`src/bacs_defs.svh`:
```
// Purpose: Offsets, field positions and reset values of the acquisition
//          control and status block.
// Assumes: Byte address is base plus four times the register index.
// Notes:   Definitions only.
`ifndef BACS_DEFS_SVH
`define BACS_DEFS_SVH
// ==========================================================================
// Address map
`define BACS_BASE_BLOCKING    12'h200
`define BACS_BASE_NONBLOCKING 12'h300
`define BACS_IDX_CTL          12'h058
`define BACS_IDX_STAT_HI      12'h05a
`define BACS_IDX_IRQ_STATUS   12'h070
`define BACS_IDX_IRQ_CLEAR    12'h071
`define BACS_IDX_IRQ_ENABLE   12'h072
// ==========================================================================
// Control register fields
`define BACS_MASK_SHIFT       8
`define BACS_CTL_CLR_BIT      7
`define BACS_CTL_ALT_BIT      6
`define BACS_CTL_BRK_BIT      5
`define BACS_CTL_IRQE_BIT     4
`define BACS_CTL_RESET        7'h00
// ==========================================================================
// Status and interrupt fields
`define BACS_STAT_RESET       8'h00
`define BACS_IRQ_CUR_BIT      0
`define BACS_IRQ_BATTERY_SENSE_RESULT_BIT     1
`define BACS_IRQ_RESET        2'h0
`endif

```
`src/bacs_pkg.sv`:
```
// Purpose: Types shared by the acquisition control and status block.
// Assumes: Field order matches the register bit order, msb first.
// Notes:   Constants live in bacs_defs.svh.
package bacs_pkg;
   // =======================================================================
   // Stored control bits, bit 6 down to bit 0.
   typedef struct packed {
      logic       alt_sense_select;
      logic       shunt_break_detect_enable;
      logic       measure_irq_enable;
      logic [3:0] chan_enable; // ext temp, int temp, voltage, shunt.
   } bacs_ctl_t;
   // =======================================================================
   // Upper status byte, bit 7 down to bit 0.
   typedef struct packed {
      logic       analog_supply_lowv_reset_flag;
      logic       gain_change_flag;
      logic       voltage_result_overrun_flag;
      logic       shunt_result_overrun_flag;
      logic [3:0] done_flags; // ext temp, int temp, voltage, shunt.
   } bacs_stat_t;
   // =======================================================================
   // Events from the measurement datapath, one-cycle pulses.
   typedef struct packed {
      logic [3:0] done;        // ext temp, int temp, voltage, shunt.
      logic       battery_sense_result_latch;  // New voltage result latched.
      logic       battery_sense_result_read;   // Software read the voltage result.
      logic       shunt_latch; // New shunt result latched.
      logic       shunt_read;  // Software read the shunt result.
      logic       gain_change; // Amplifier gain changed.
   } bacs_evt_t;
endpackage

```
`src/bacs_ctrl.sv`:
```
// Purpose: Acquisition control register and upper status byte of a battery
//          sensor, reached over AHB-Lite, with a gated measurement interrupt.
// Assumes: One clock; datapath events are same-clock pulses; the analog
//          low-voltage cause is asynchronous and is synchronised here.
// Notes:   Zero wait states; response always OKAY.
// How it works
// - A control bit changes only when its mask bit eight higher is one.
// - Control at index 0x58, status at 0x5A, under both base addresses.
// - A masked one at bit 7 clears the charge accumulator.
// - Bit 6 selects the second battery input instead of the main one.
// - Bit 5 enables shunt break detection; status meaningless while off.
// - Bit 4 gates the current and voltage measurement interrupt.
// - Bits 3 to 0 enable ext temp, int temp, voltage, shunt channels.
// - Status bits clear on writing one, zero keeps them, reset to zero.
// - Status bit 7 marks a reset caused by analog supply low voltage.
// - Status bit 6 sets on every gain change until cleared.
// - Status bit 5 sets when the voltage result is overwritten.
// - Status bit 4 sets when the shunt result is overwritten.
// - Overwrite means a new result latched before the old one was read.
// - Status bits 3 to 0 set on each channel's measurement completion.
// - Gain, overwrite and temperature flags never raise the interrupt.
`timescale 1ns/1ps
`include "bacs_defs.svh"

module bacs_ctrl
(
   input  wire logic             hclk,
   input  wire logic             hresetn,
   input  wire logic             clk_en,
   input  wire logic             hsel,
   input  wire logic [31:0]      haddr,
   input  wire logic [1:0]       htrans,
   input  wire logic             hwrite,
   input  wire logic [2:0]       hsize,
   input  wire logic             hready,
   input  wire logic [31:0]      hwdata,
   output logic      [31:0]      hrdata,
   output logic                  hreadyout,
   output logic                  hresp,
   input  wire bacs_pkg::bacs_evt_t evt,
   input  wire logic             analog_lowv_cause,
   output bacs_pkg::bacs_ctl_t   ctl,
   output logic                  charge_counter_clear,
   output logic                  irq
);
   import bacs_pkg::*;

   // =======================================================================
   // Address decode
   localparam logic [11:0] CTL_OFS   = 12'(`BACS_IDX_CTL << 2);
   localparam logic [11:0] STAT_OFS  = 12'(`BACS_IDX_STAT_HI << 2);
   localparam logic [11:0] IRQS_OFS  = 12'(`BACS_IDX_IRQ_STATUS << 2);
   localparam logic [11:0] IRQC_OFS  = 12'(`BACS_IDX_IRQ_CLEAR << 2);
   localparam logic [11:0] IRQE_OFS  = 12'(`BACS_IDX_IRQ_ENABLE << 2);

   typedef enum logic [2:0]
   {
      SEL_NONE = 3'b000,
      SEL_CTL  = 3'b001,
      SEL_STAT = 3'b010,
      SEL_IRQS = 3'b011,
      SEL_IRQC = 3'b100,
      SEL_IRQE = 3'b101
   } bacs_sel_t;

   bacs_ctl_t   ctl_reg;
   bacs_stat_t  stat_reg;
   logic [1:0]  irq_status_reg;
   logic [1:0]  irq_enable_reg;
   logic        clear_pulse_reg;
   logic [31:0] hrdata_reg;
   logic        wr_pend_reg;
   bacs_sel_t   wr_sel_reg;
   logic        battery_sense_result_unread_reg;
   logic        shunt_unread_reg;
   logic        lowv_meta_reg;
   logic        lowv_sync_reg;
   logic        lowv_prev_reg;
   logic        in_window;
   logic        addr_phase;
   bacs_sel_t   sel;
   logic        wr_ctl;
   logic        wr_stat;
   logic        wr_irqc;
   logic        wr_irqe;
   logic [15:0] wd;
   bacs_stat_t  stat_set;
   logic [1:0]  irq_set;

   assign addr_phase = hsel & hready & htrans[1];
   assign wd         = hwdata[15:0];

   // The low twelve address bits decode once the upper twenty are zero; the blocking flavour needs
   // no wait state here because the bus never stalls.
   assign in_window = (haddr[31:12] == 20'h00000);

   // Each register answers under both base addresses alike.
   always_comb
   begin
      sel = SEL_NONE;
      if (!in_window)
      begin
         sel = SEL_NONE;
      end
      else if (haddr[11:0] == `BACS_BASE_BLOCKING + CTL_OFS ||
               haddr[11:0] == `BACS_BASE_NONBLOCKING + CTL_OFS)
      begin
         sel = SEL_CTL;
      end
      else if (haddr[11:0] == `BACS_BASE_BLOCKING + STAT_OFS ||
               haddr[11:0] == `BACS_BASE_NONBLOCKING + STAT_OFS)
      begin
         sel = SEL_STAT;
      end
      else if (haddr[11:0] == `BACS_BASE_BLOCKING + IRQS_OFS ||
               haddr[11:0] == `BACS_BASE_NONBLOCKING + IRQS_OFS)
      begin
         sel = SEL_IRQS;
      end
      else if (haddr[11:0] == `BACS_BASE_BLOCKING + IRQC_OFS ||
               haddr[11:0] == `BACS_BASE_NONBLOCKING + IRQC_OFS)
      begin
         sel = SEL_IRQC;
      end
      else if (haddr[11:0] == `BACS_BASE_BLOCKING + IRQE_OFS ||
               haddr[11:0] == `BACS_BASE_NONBLOCKING + IRQE_OFS)
      begin
         sel = SEL_IRQE;
      end
   end

   // =======================================================================
   // Bus phases
   // Write address phase is remembered; the data arrives one cycle later.
   always_ff @(posedge hclk or negedge hresetn)
   begin
      if (!hresetn)
      begin
         wr_pend_reg <= 1'b0;
         wr_sel_reg  <= SEL_NONE;
      end
      else if (clk_en)
      begin
         wr_pend_reg <= addr_phase & hwrite;
         wr_sel_reg  <= sel;
      end
   end

   assign wr_ctl  = wr_pend_reg && wr_sel_reg == SEL_CTL;
   assign wr_stat = wr_pend_reg && wr_sel_reg == SEL_STAT;
   assign wr_irqc = wr_pend_reg && wr_sel_reg == SEL_IRQC;
   assign wr_irqe = wr_pend_reg && wr_sel_reg == SEL_IRQE;

   // Read data is captured in the address phase, so a read directly behind
   // a write to the same register would see the old value.
   always_ff @(posedge hclk or negedge hresetn)
   begin
      if (!hresetn)
      begin
         hrdata_reg <= 32'h00000000;
      end
      else if (clk_en && addr_phase && !hwrite)
      begin
         if (sel == SEL_CTL)
         begin
            hrdata_reg <= {25'h0000000, ctl_reg};
         end
         else if (sel == SEL_STAT)
         begin
            hrdata_reg <= {24'h000000, stat_reg};
         end
         else if (sel == SEL_IRQS)
         begin
            hrdata_reg <= {30'h00000000, irq_status_reg};
         end
         else if (sel == SEL_IRQE)
         begin
            hrdata_reg <= {30'h00000000, irq_enable_reg};
         end
         else
         begin
            hrdata_reg <= 32'h00000000;
         end
      end
   end

   assign hrdata    = hrdata_reg;
   assign hreadyout = 1'b1;
   assign hresp     = 1'b0;

   // =======================================================================
   // Control register
   // Each low bit takes the written value only under its own mask bit.
   always_ff @(posedge hclk or negedge hresetn)
   begin
      if (!hresetn)
      begin
         ctl_reg <= `BACS_CTL_RESET;
      end
      else if (clk_en && wr_ctl)
      begin
         for (int i = 0; i < `BACS_CTL_CLR_BIT; i++)
         begin
            if (wd[i + `BACS_MASK_SHIFT])
            begin
               ctl_reg[i] <= wd[i];
            end
         end
      end
   end

   // Accumulator clear is a one-cycle pulse and is never stored.
   always_ff @(posedge hclk or negedge hresetn)
   begin
      if (!hresetn)
      begin
         clear_pulse_reg <= 1'b0;
      end
      else if (clk_en)
      begin
         clear_pulse_reg <= wr_ctl && wd[`BACS_CTL_CLR_BIT] &&
            wd[`BACS_CTL_CLR_BIT + `BACS_MASK_SHIFT];
      end
   end

   assign ctl                  = ctl_reg;
   assign charge_counter_clear = clear_pulse_reg;

   // =======================================================================
   // Low-voltage cause synchroniser and edge detect
   always_ff @(posedge hclk or negedge hresetn)
   begin
      if (!hresetn)
      begin
         lowv_meta_reg <= 1'b0;
         lowv_sync_reg <= 1'b0;
         lowv_prev_reg <= 1'b0;
      end
      else if (clk_en)
      begin
         lowv_meta_reg <= analog_lowv_cause;
         lowv_sync_reg <= lowv_meta_reg;
         lowv_prev_reg <= lowv_sync_reg;
      end
   end

   // =======================================================================
   // Overwrite tracking: a result stays unread until its read pulse.
   always_ff @(posedge hclk or negedge hresetn)
   begin
      if (!hresetn)
      begin
         battery_sense_result_unread_reg  <= 1'b0;
         shunt_unread_reg <= 1'b0;
      end
      else if (clk_en)
      begin
         if (evt.battery_sense_result_latch || evt.battery_sense_result_read)
         begin
            battery_sense_result_unread_reg <= evt.battery_sense_result_latch;
         end
         if (evt.shunt_latch || evt.shunt_read)
         begin
            shunt_unread_reg <= evt.shunt_latch;
         end
      end
   end

   // =======================================================================
   // Status byte: setting beats a clear in the same cycle.
   always_comb
   begin
      stat_set = `BACS_STAT_RESET;
      stat_set.analog_supply_lowv_reset_flag =
         lowv_sync_reg & ~lowv_prev_reg;
      stat_set.gain_change_flag = evt.gain_change;
      stat_set.voltage_result_overrun_flag =
         evt.battery_sense_result_latch & battery_sense_result_unread_reg & ~evt.battery_sense_result_read;
      stat_set.shunt_result_overrun_flag =
         evt.shunt_latch & shunt_unread_reg & ~evt.shunt_read;
      stat_set.done_flags = evt.done;
   end

   always_ff @(posedge hclk or negedge hresetn)
   begin
      if (!hresetn)
      begin
         stat_reg <= `BACS_STAT_RESET;
      end
      else if (clk_en)
      begin
         stat_reg <= (stat_reg & ~({8{wr_stat}} & wd[7:0])) |
            stat_set;
      end
   end

   // =======================================================================
   // Interrupt: only shunt and voltage completion feed it.
   always_comb
   begin
      irq_set = `BACS_IRQ_RESET;
      irq_set[`BACS_IRQ_CUR_BIT]  = evt.done[0];
      irq_set[`BACS_IRQ_BATTERY_SENSE_RESULT_BIT] = evt.done[1];
   end

   always_ff @(posedge hclk or negedge hresetn)
   begin
      if (!hresetn)
      begin
         irq_status_reg <= `BACS_IRQ_RESET;
      end
      else if (clk_en)
      begin
         irq_status_reg <= (irq_status_reg & ~({2{wr_irqc}} & wd[1:0])) |
            irq_set;
      end
   end

   always_ff @(posedge hclk or negedge hresetn)
   begin
      if (!hresetn)
      begin
         irq_enable_reg <= `BACS_IRQ_RESET;
      end
      else if (clk_en && wr_irqe)
      begin
         irq_enable_reg <= wd[1:0];
      end
   end

   // Level output, high while an enabled pending bit is set and allowed.
   assign irq = ctl_reg.measure_irq_enable &
      (|(irq_status_reg & irq_enable_reg));

endmodule // bacs_ctrl

```
`config.mk`:
```
export PLATFORM = sky130hd
export DESIGN_NAME = bacs_ctrl
export DESIGN_NICKNAME = d
export VERILOG_FILES = /design/src/bacs_pkg.sv /design/src/bacs_ctrl.sv
export VERILOG_INCLUDE_DIRS = /design/src
export SDC_FILE = /design/constraint.sdc
export NUM_CORES = 1
export LEC_CHECK = 0
export BUFFER_PORTS_ARGS = -buffer_cell sky130_fd_sc_hd__buf_2
export CAP_MARGIN = 20
export CORE_MARGIN = 4
export CORE_UTILIZATION = 46
export CTS_BUF_LIST = sky130_fd_sc_hd__clkbuf_16
export DETAILED_ROUTE_END_ITERATION = 6
export PLACE_DENSITY = 0.9
export SLEW_MARGIN = 10
export SYNTH_ARGS = -nofsm -noshare
export SYNTH_HDL_FRONTEND = slang
export SYNTH_SLANG_ARGS = --single-unit
```
`constraint.sdc`:
```
create_clock -name hclk -period 3.7 [get_ports hclk]
set_clock_uncertainty 0.2 [all_clocks]
set_input_delay 0.74 -clock hclk [delete_from_list [all_inputs] [get_ports hclk]]
set_output_delay 0.74 -clock hclk [all_outputs]
set_load 0.01 [all_outputs]
```
==> load_flow_metrics.sql <==
INSERT INTO impl_metrics (metric_group, metric, value, unit) VALUES
('power_and_ir_drop', 'p_sw', '0.215', 'mW'),
('power_and_ir_drop', 'pwr_density_cell', '359', 'nW/um^2'),
('grt', 'grt-ovfl-total', '0', ''),
('status', 'outcome', 'finished clean', ''),
('sta', 'final_setup_margin', '1.06', 'ns'),
('clock_network', 'cts_max_level', '2', ''),
('finish', 'insertedDiodeCount', '0', ''),
('synthesis', 'postSynth.topFlopCell', 'sky130_fd_sc_hd__dfrtp_1', ''),
('finish', 'postLayoutCellArea', '2550', 'sq um'),
('clock_network', 'ctsLongestPathBuffers', '2', ''),
('drt', 'drt_iter0_markers', '69', ''),
('clock_network', 'post_cts_resize_count', '0', ''),
('finish', 'flow.area_growth_from_synthesis', '22.7', '%'),
('finish', 'seqCellArea', '926', 'sq um'),
('drt', 'post_detailed_route_drc_marker_count', '0', ''),
('grt', 'gr-usage-all-layers', '0.185', ''),
('worst_hold_path', 'hold_path_class', 'reg2reg', ''),
('clock_network', 'clk_pin_slew_worst_paths', '0.05', 'ns'),
('setup_path', 'timing.reg2reg.worst_path_depth', '5', ''),
('sta', 'finalHoldViolCount', '0', ''),
('power_and_ir_drop', 'maximum_vdd_drop', '0.339', 'mV'),
('sta', 'rsz0062_at_grt', 'false', ''),
('sta', 'maxSlewViolCount', '0', ''),
('synthesis', 'synth_enable_flop_cells', '0', ''),
('sta', 'finalCritPeriodShare', '0.713', ''),
('finish', 'multi_input_comb_area', '1000', 'sq um'),
('drt', 'detail_route.vias_per_cell', '5.17', ''),
('drt', 'antenna_violating_nets_post_route', '0', ''),
('synthesis', 'yosysUniqueCellTypes', '37', ''),
('clock_network', 'tritoncts', 'done', ''),
('die', 'initial_core_util', '0.478', ''),
('synthesis', 'synth_area', '2080', 'sq um'),
('clock_network', 'clock_insertion_delay_worst_skew', '0.28', 'ns'),
('die', 'design.portCount', '128', ''),
('clock_network', 'clock_tree.root_cell', 'sky130_fd_sc_hd__clkbuf_16', ''),
('synthesis', 'postSynthRegisterBits', '37', ''),
('finish', 'fill_cell_count', '386', ''),
('placement', 'final_gp_congestion', '0.756', ''),
('placement', 'placement.cell_area', '2420', 'sq um'),
('sta', 'slew_of_the_pin_with_the_lowest_slew_margin', '0.824', 'ns'),
('die', 'die_h', '75.3', 'microns'),
('clock_network', 'post-cts-setup-buffer-count', '0', ''),
('power_and_ir_drop', 'share_clk_of_total_power', '0.420', ''),
('drt', 'drt_first_pass_iters', '4', ''),
('worst_hold_path', 'worst_hold_path.num_cells', '2', ''),
('synthesis', 'synth-warning-count', '0', ''),
('setup_path', 'path_class', 'in2reg', ''),
('die', 'core_region_area', '4350', 'sq um'),
('die', 'dieArea', '5670', 'sq um'),
('power_and_ir_drop', 'cell_internal_power_dissipation', '0.702', 'mW'),
('synthesis', 'ys_seq_area_frac', '0.445', ''),
('setup_path', 'setup.worst_path.end_class', 'flip-flop', ''),
('placement', 'post-place-ws', '0.752', 'ns'),
('clock_network', 'tritoncts_num_sinks', '37', ''),
('die', 'die_x', '75.3', 'microns'),
('power_and_ir_drop', 'power.total', '0.918', 'mW'),
('sta', 'clock.fmax', '0.379', 'GHz'),
('power_and_ir_drop', 'cellLeakagePower', '1.29', 'nW'),
('drt', 'vias', '1666', ''),
('power_and_ir_drop', 'power_frac_comb', '0.118', ''),
('placement', 'dp.final_hpwl', '3.83', 'mm'),
('power_and_ir_drop', 'sw_frac_of_total', '0.235', ''),
('synthesis', 'postSynthCellCount', '190', ''),
('setup_path', 'cp.arrival', '2.60', 'ns'),
('die', 'row_count', '24', ''),
('sta', 'finalSetupViolCount', '0', ''),
('clock_network', 'total_of_hold_buffers_inserted_after_clock_tree_synthesis', '0', ''),
('drt', 'avgRoutedWirePerCell', '15.1', 'microns'),
('power_and_ir_drop', 'seq_power_share', '0.461', ''),
('sta', 'max_slew_margin', '0.451', ''),
('synthesis', 'post_syn_area_per_cell', '11.0', 'sq um');
## per-layer routing
metal | track usage | up-vias | routed length [microns]
met2 | 0.330 | 61 | 2580
met4 | 0.0757 | 0 | 76
met1 | 0.216 | 798 | 1860
met5 | 0 | - | 0
met3 | 0.0360 | 8 | 347
li1 | - | 799 | -
## synth_stat cells (3+ instances only)
library cell,number,area (sq um)
sky130_fd_sc_hd__nand2_1,32,120
sky130_fd_sc_hd__nand3_1,3,15.0
sky130_fd_sc_hd__mux2i_1,6,60.1
sky130_fd_sc_hd__o41ai_2,9,146
sky130_fd_sc_hd__nor2b_1,5,31.3
sky130_fd_sc_hd__mux2_1,7,78.8
sky130_fd_sc_hd__a32o_1,6,60.1
sky130_fd_sc_hd__nand3b_1,5,37.5
sky130_fd_sc_hd__clkbuf_1,5,18.8
sky130_fd_sc_hd__buf_4,26,195
sky130_fd_sc_hd__mux2_2,4,45.0
sky130_fd_sc_hd__dfrtp_1,37,926
sky130_fd_sc_hd__a22o_1,9,78.8
sky130_fd_sc_hd__nor4_1,3,18.8
sky130_fd_sc_hd__nor2_1,3,11.3
## cells in the final DEF, fill, tap and decap left out, types with 3 or more instances in the layout
master	n
sky130_fd_sc_hd__nand3b_1	5
sky130_fd_sc_hd__a22o_1	9
sky130_fd_sc_hd__mux2_2	4
sky130_fd_sc_hd__nand2_1	32
sky130_fd_sc_hd__nor2_1	3
sky130_fd_sc_hd__mux2i_1	6
sky130_fd_sc_hd__dfrtp_1	37
sky130_fd_sc_hd__nor2b_1	5
sky130_fd_sc_hd__nand3_1	3
sky130_fd_sc_hd__clkbuf_16	5
sky130_fd_sc_hd__nor4_1	3
sky130_fd_sc_hd__conb_1	26
sky130_fd_sc_hd__buf_2	81
sky130_fd_sc_hd__a32o_1	6
sky130_fd_sc_hd__mux2_1	7
sky130_fd_sc_hd__o41ai_2	9
## power groups by stage
stage | combinational, mW | clock (mW) | sequential, mW
final | 0.108 | 0.386 | 0.424
after global routing | 0.122 | 0.413 | 0.425
after CTS | 0.109 | 0.395 | 0.424
after detailed placement | 0.109 | 0 | 0.430
after global placement | 0.104 | 0 | 0.430
after floorplan | 0.0714 | 0 | 0.430
## path summary, 6_finish.rpt
check / startpoint / to / slack (ns)
hold reg to reg: hrdata[5]$_DFFE_PN0P_ / hrdata[5]$_DFFE_PN0P_ / 0.28
min in group asynchronous: hresetn / ctl[3]$_DFFE_PN0P_ / 0.36
hold / removal: hrdata[5]$_DFFE_PN0P_ / hrdata[5]$_DFFE_PN0P_ / 0.28
setup / recovery: haddr[1] / hrdata[2]$_DFFE_PN0P_ / 1.06
max in group asynchronous: hresetn / hrdata[1]$_DFFE_PN0P_ / 2.42
setup reg to reg: wr_sel_reg[2]$_DFFE_PN0P_ / stat_reg[7]$_DFFE_PN0P_ / 1.83
## kinds of logic (layout without fill, tap and decap cells)
group / count (synthesis) / after routing / synth area share
simple gates: 63 / 63 / 0.168
flops: 37 / 37 / 0.445
buf+inv: 36 / 92 / 0.117
compound gates: 34 / 34 / 0.175
mux: 17 / 17 / 0.0883
other cells: 2 / 26 / 0.00361
xor+xnor: 1 / 1 / 0.00421
## final cells by class
| cell class | instances | share of cell area |
|---|---|---|
| sequential | 37 | 0.362 |
| timing repair buffer | 83 | 0.165 |
| clock buffer | 5 | 0.0490 |
| inverter | 2 | 0.00294 |
| multi-input combinational | 141 | 0.393 |
| clock inverter | 2 | 0.00294 |
| tap | 52 | 0.0255 |
## worst max-delay path: stages
cell	delay [ns]
sky130_fd_sc_hd__buf_2	0.10
sky130_fd_sc_hd__or4b_4	0.53
sky130_fd_sc_hd__a211oi_2	0.15
sky130_fd_sc_hd__nand4_1	0.55
sky130_fd_sc_hd__o41ai_1	0.53
Note: power is estimated with default switching activity, not from simulation.
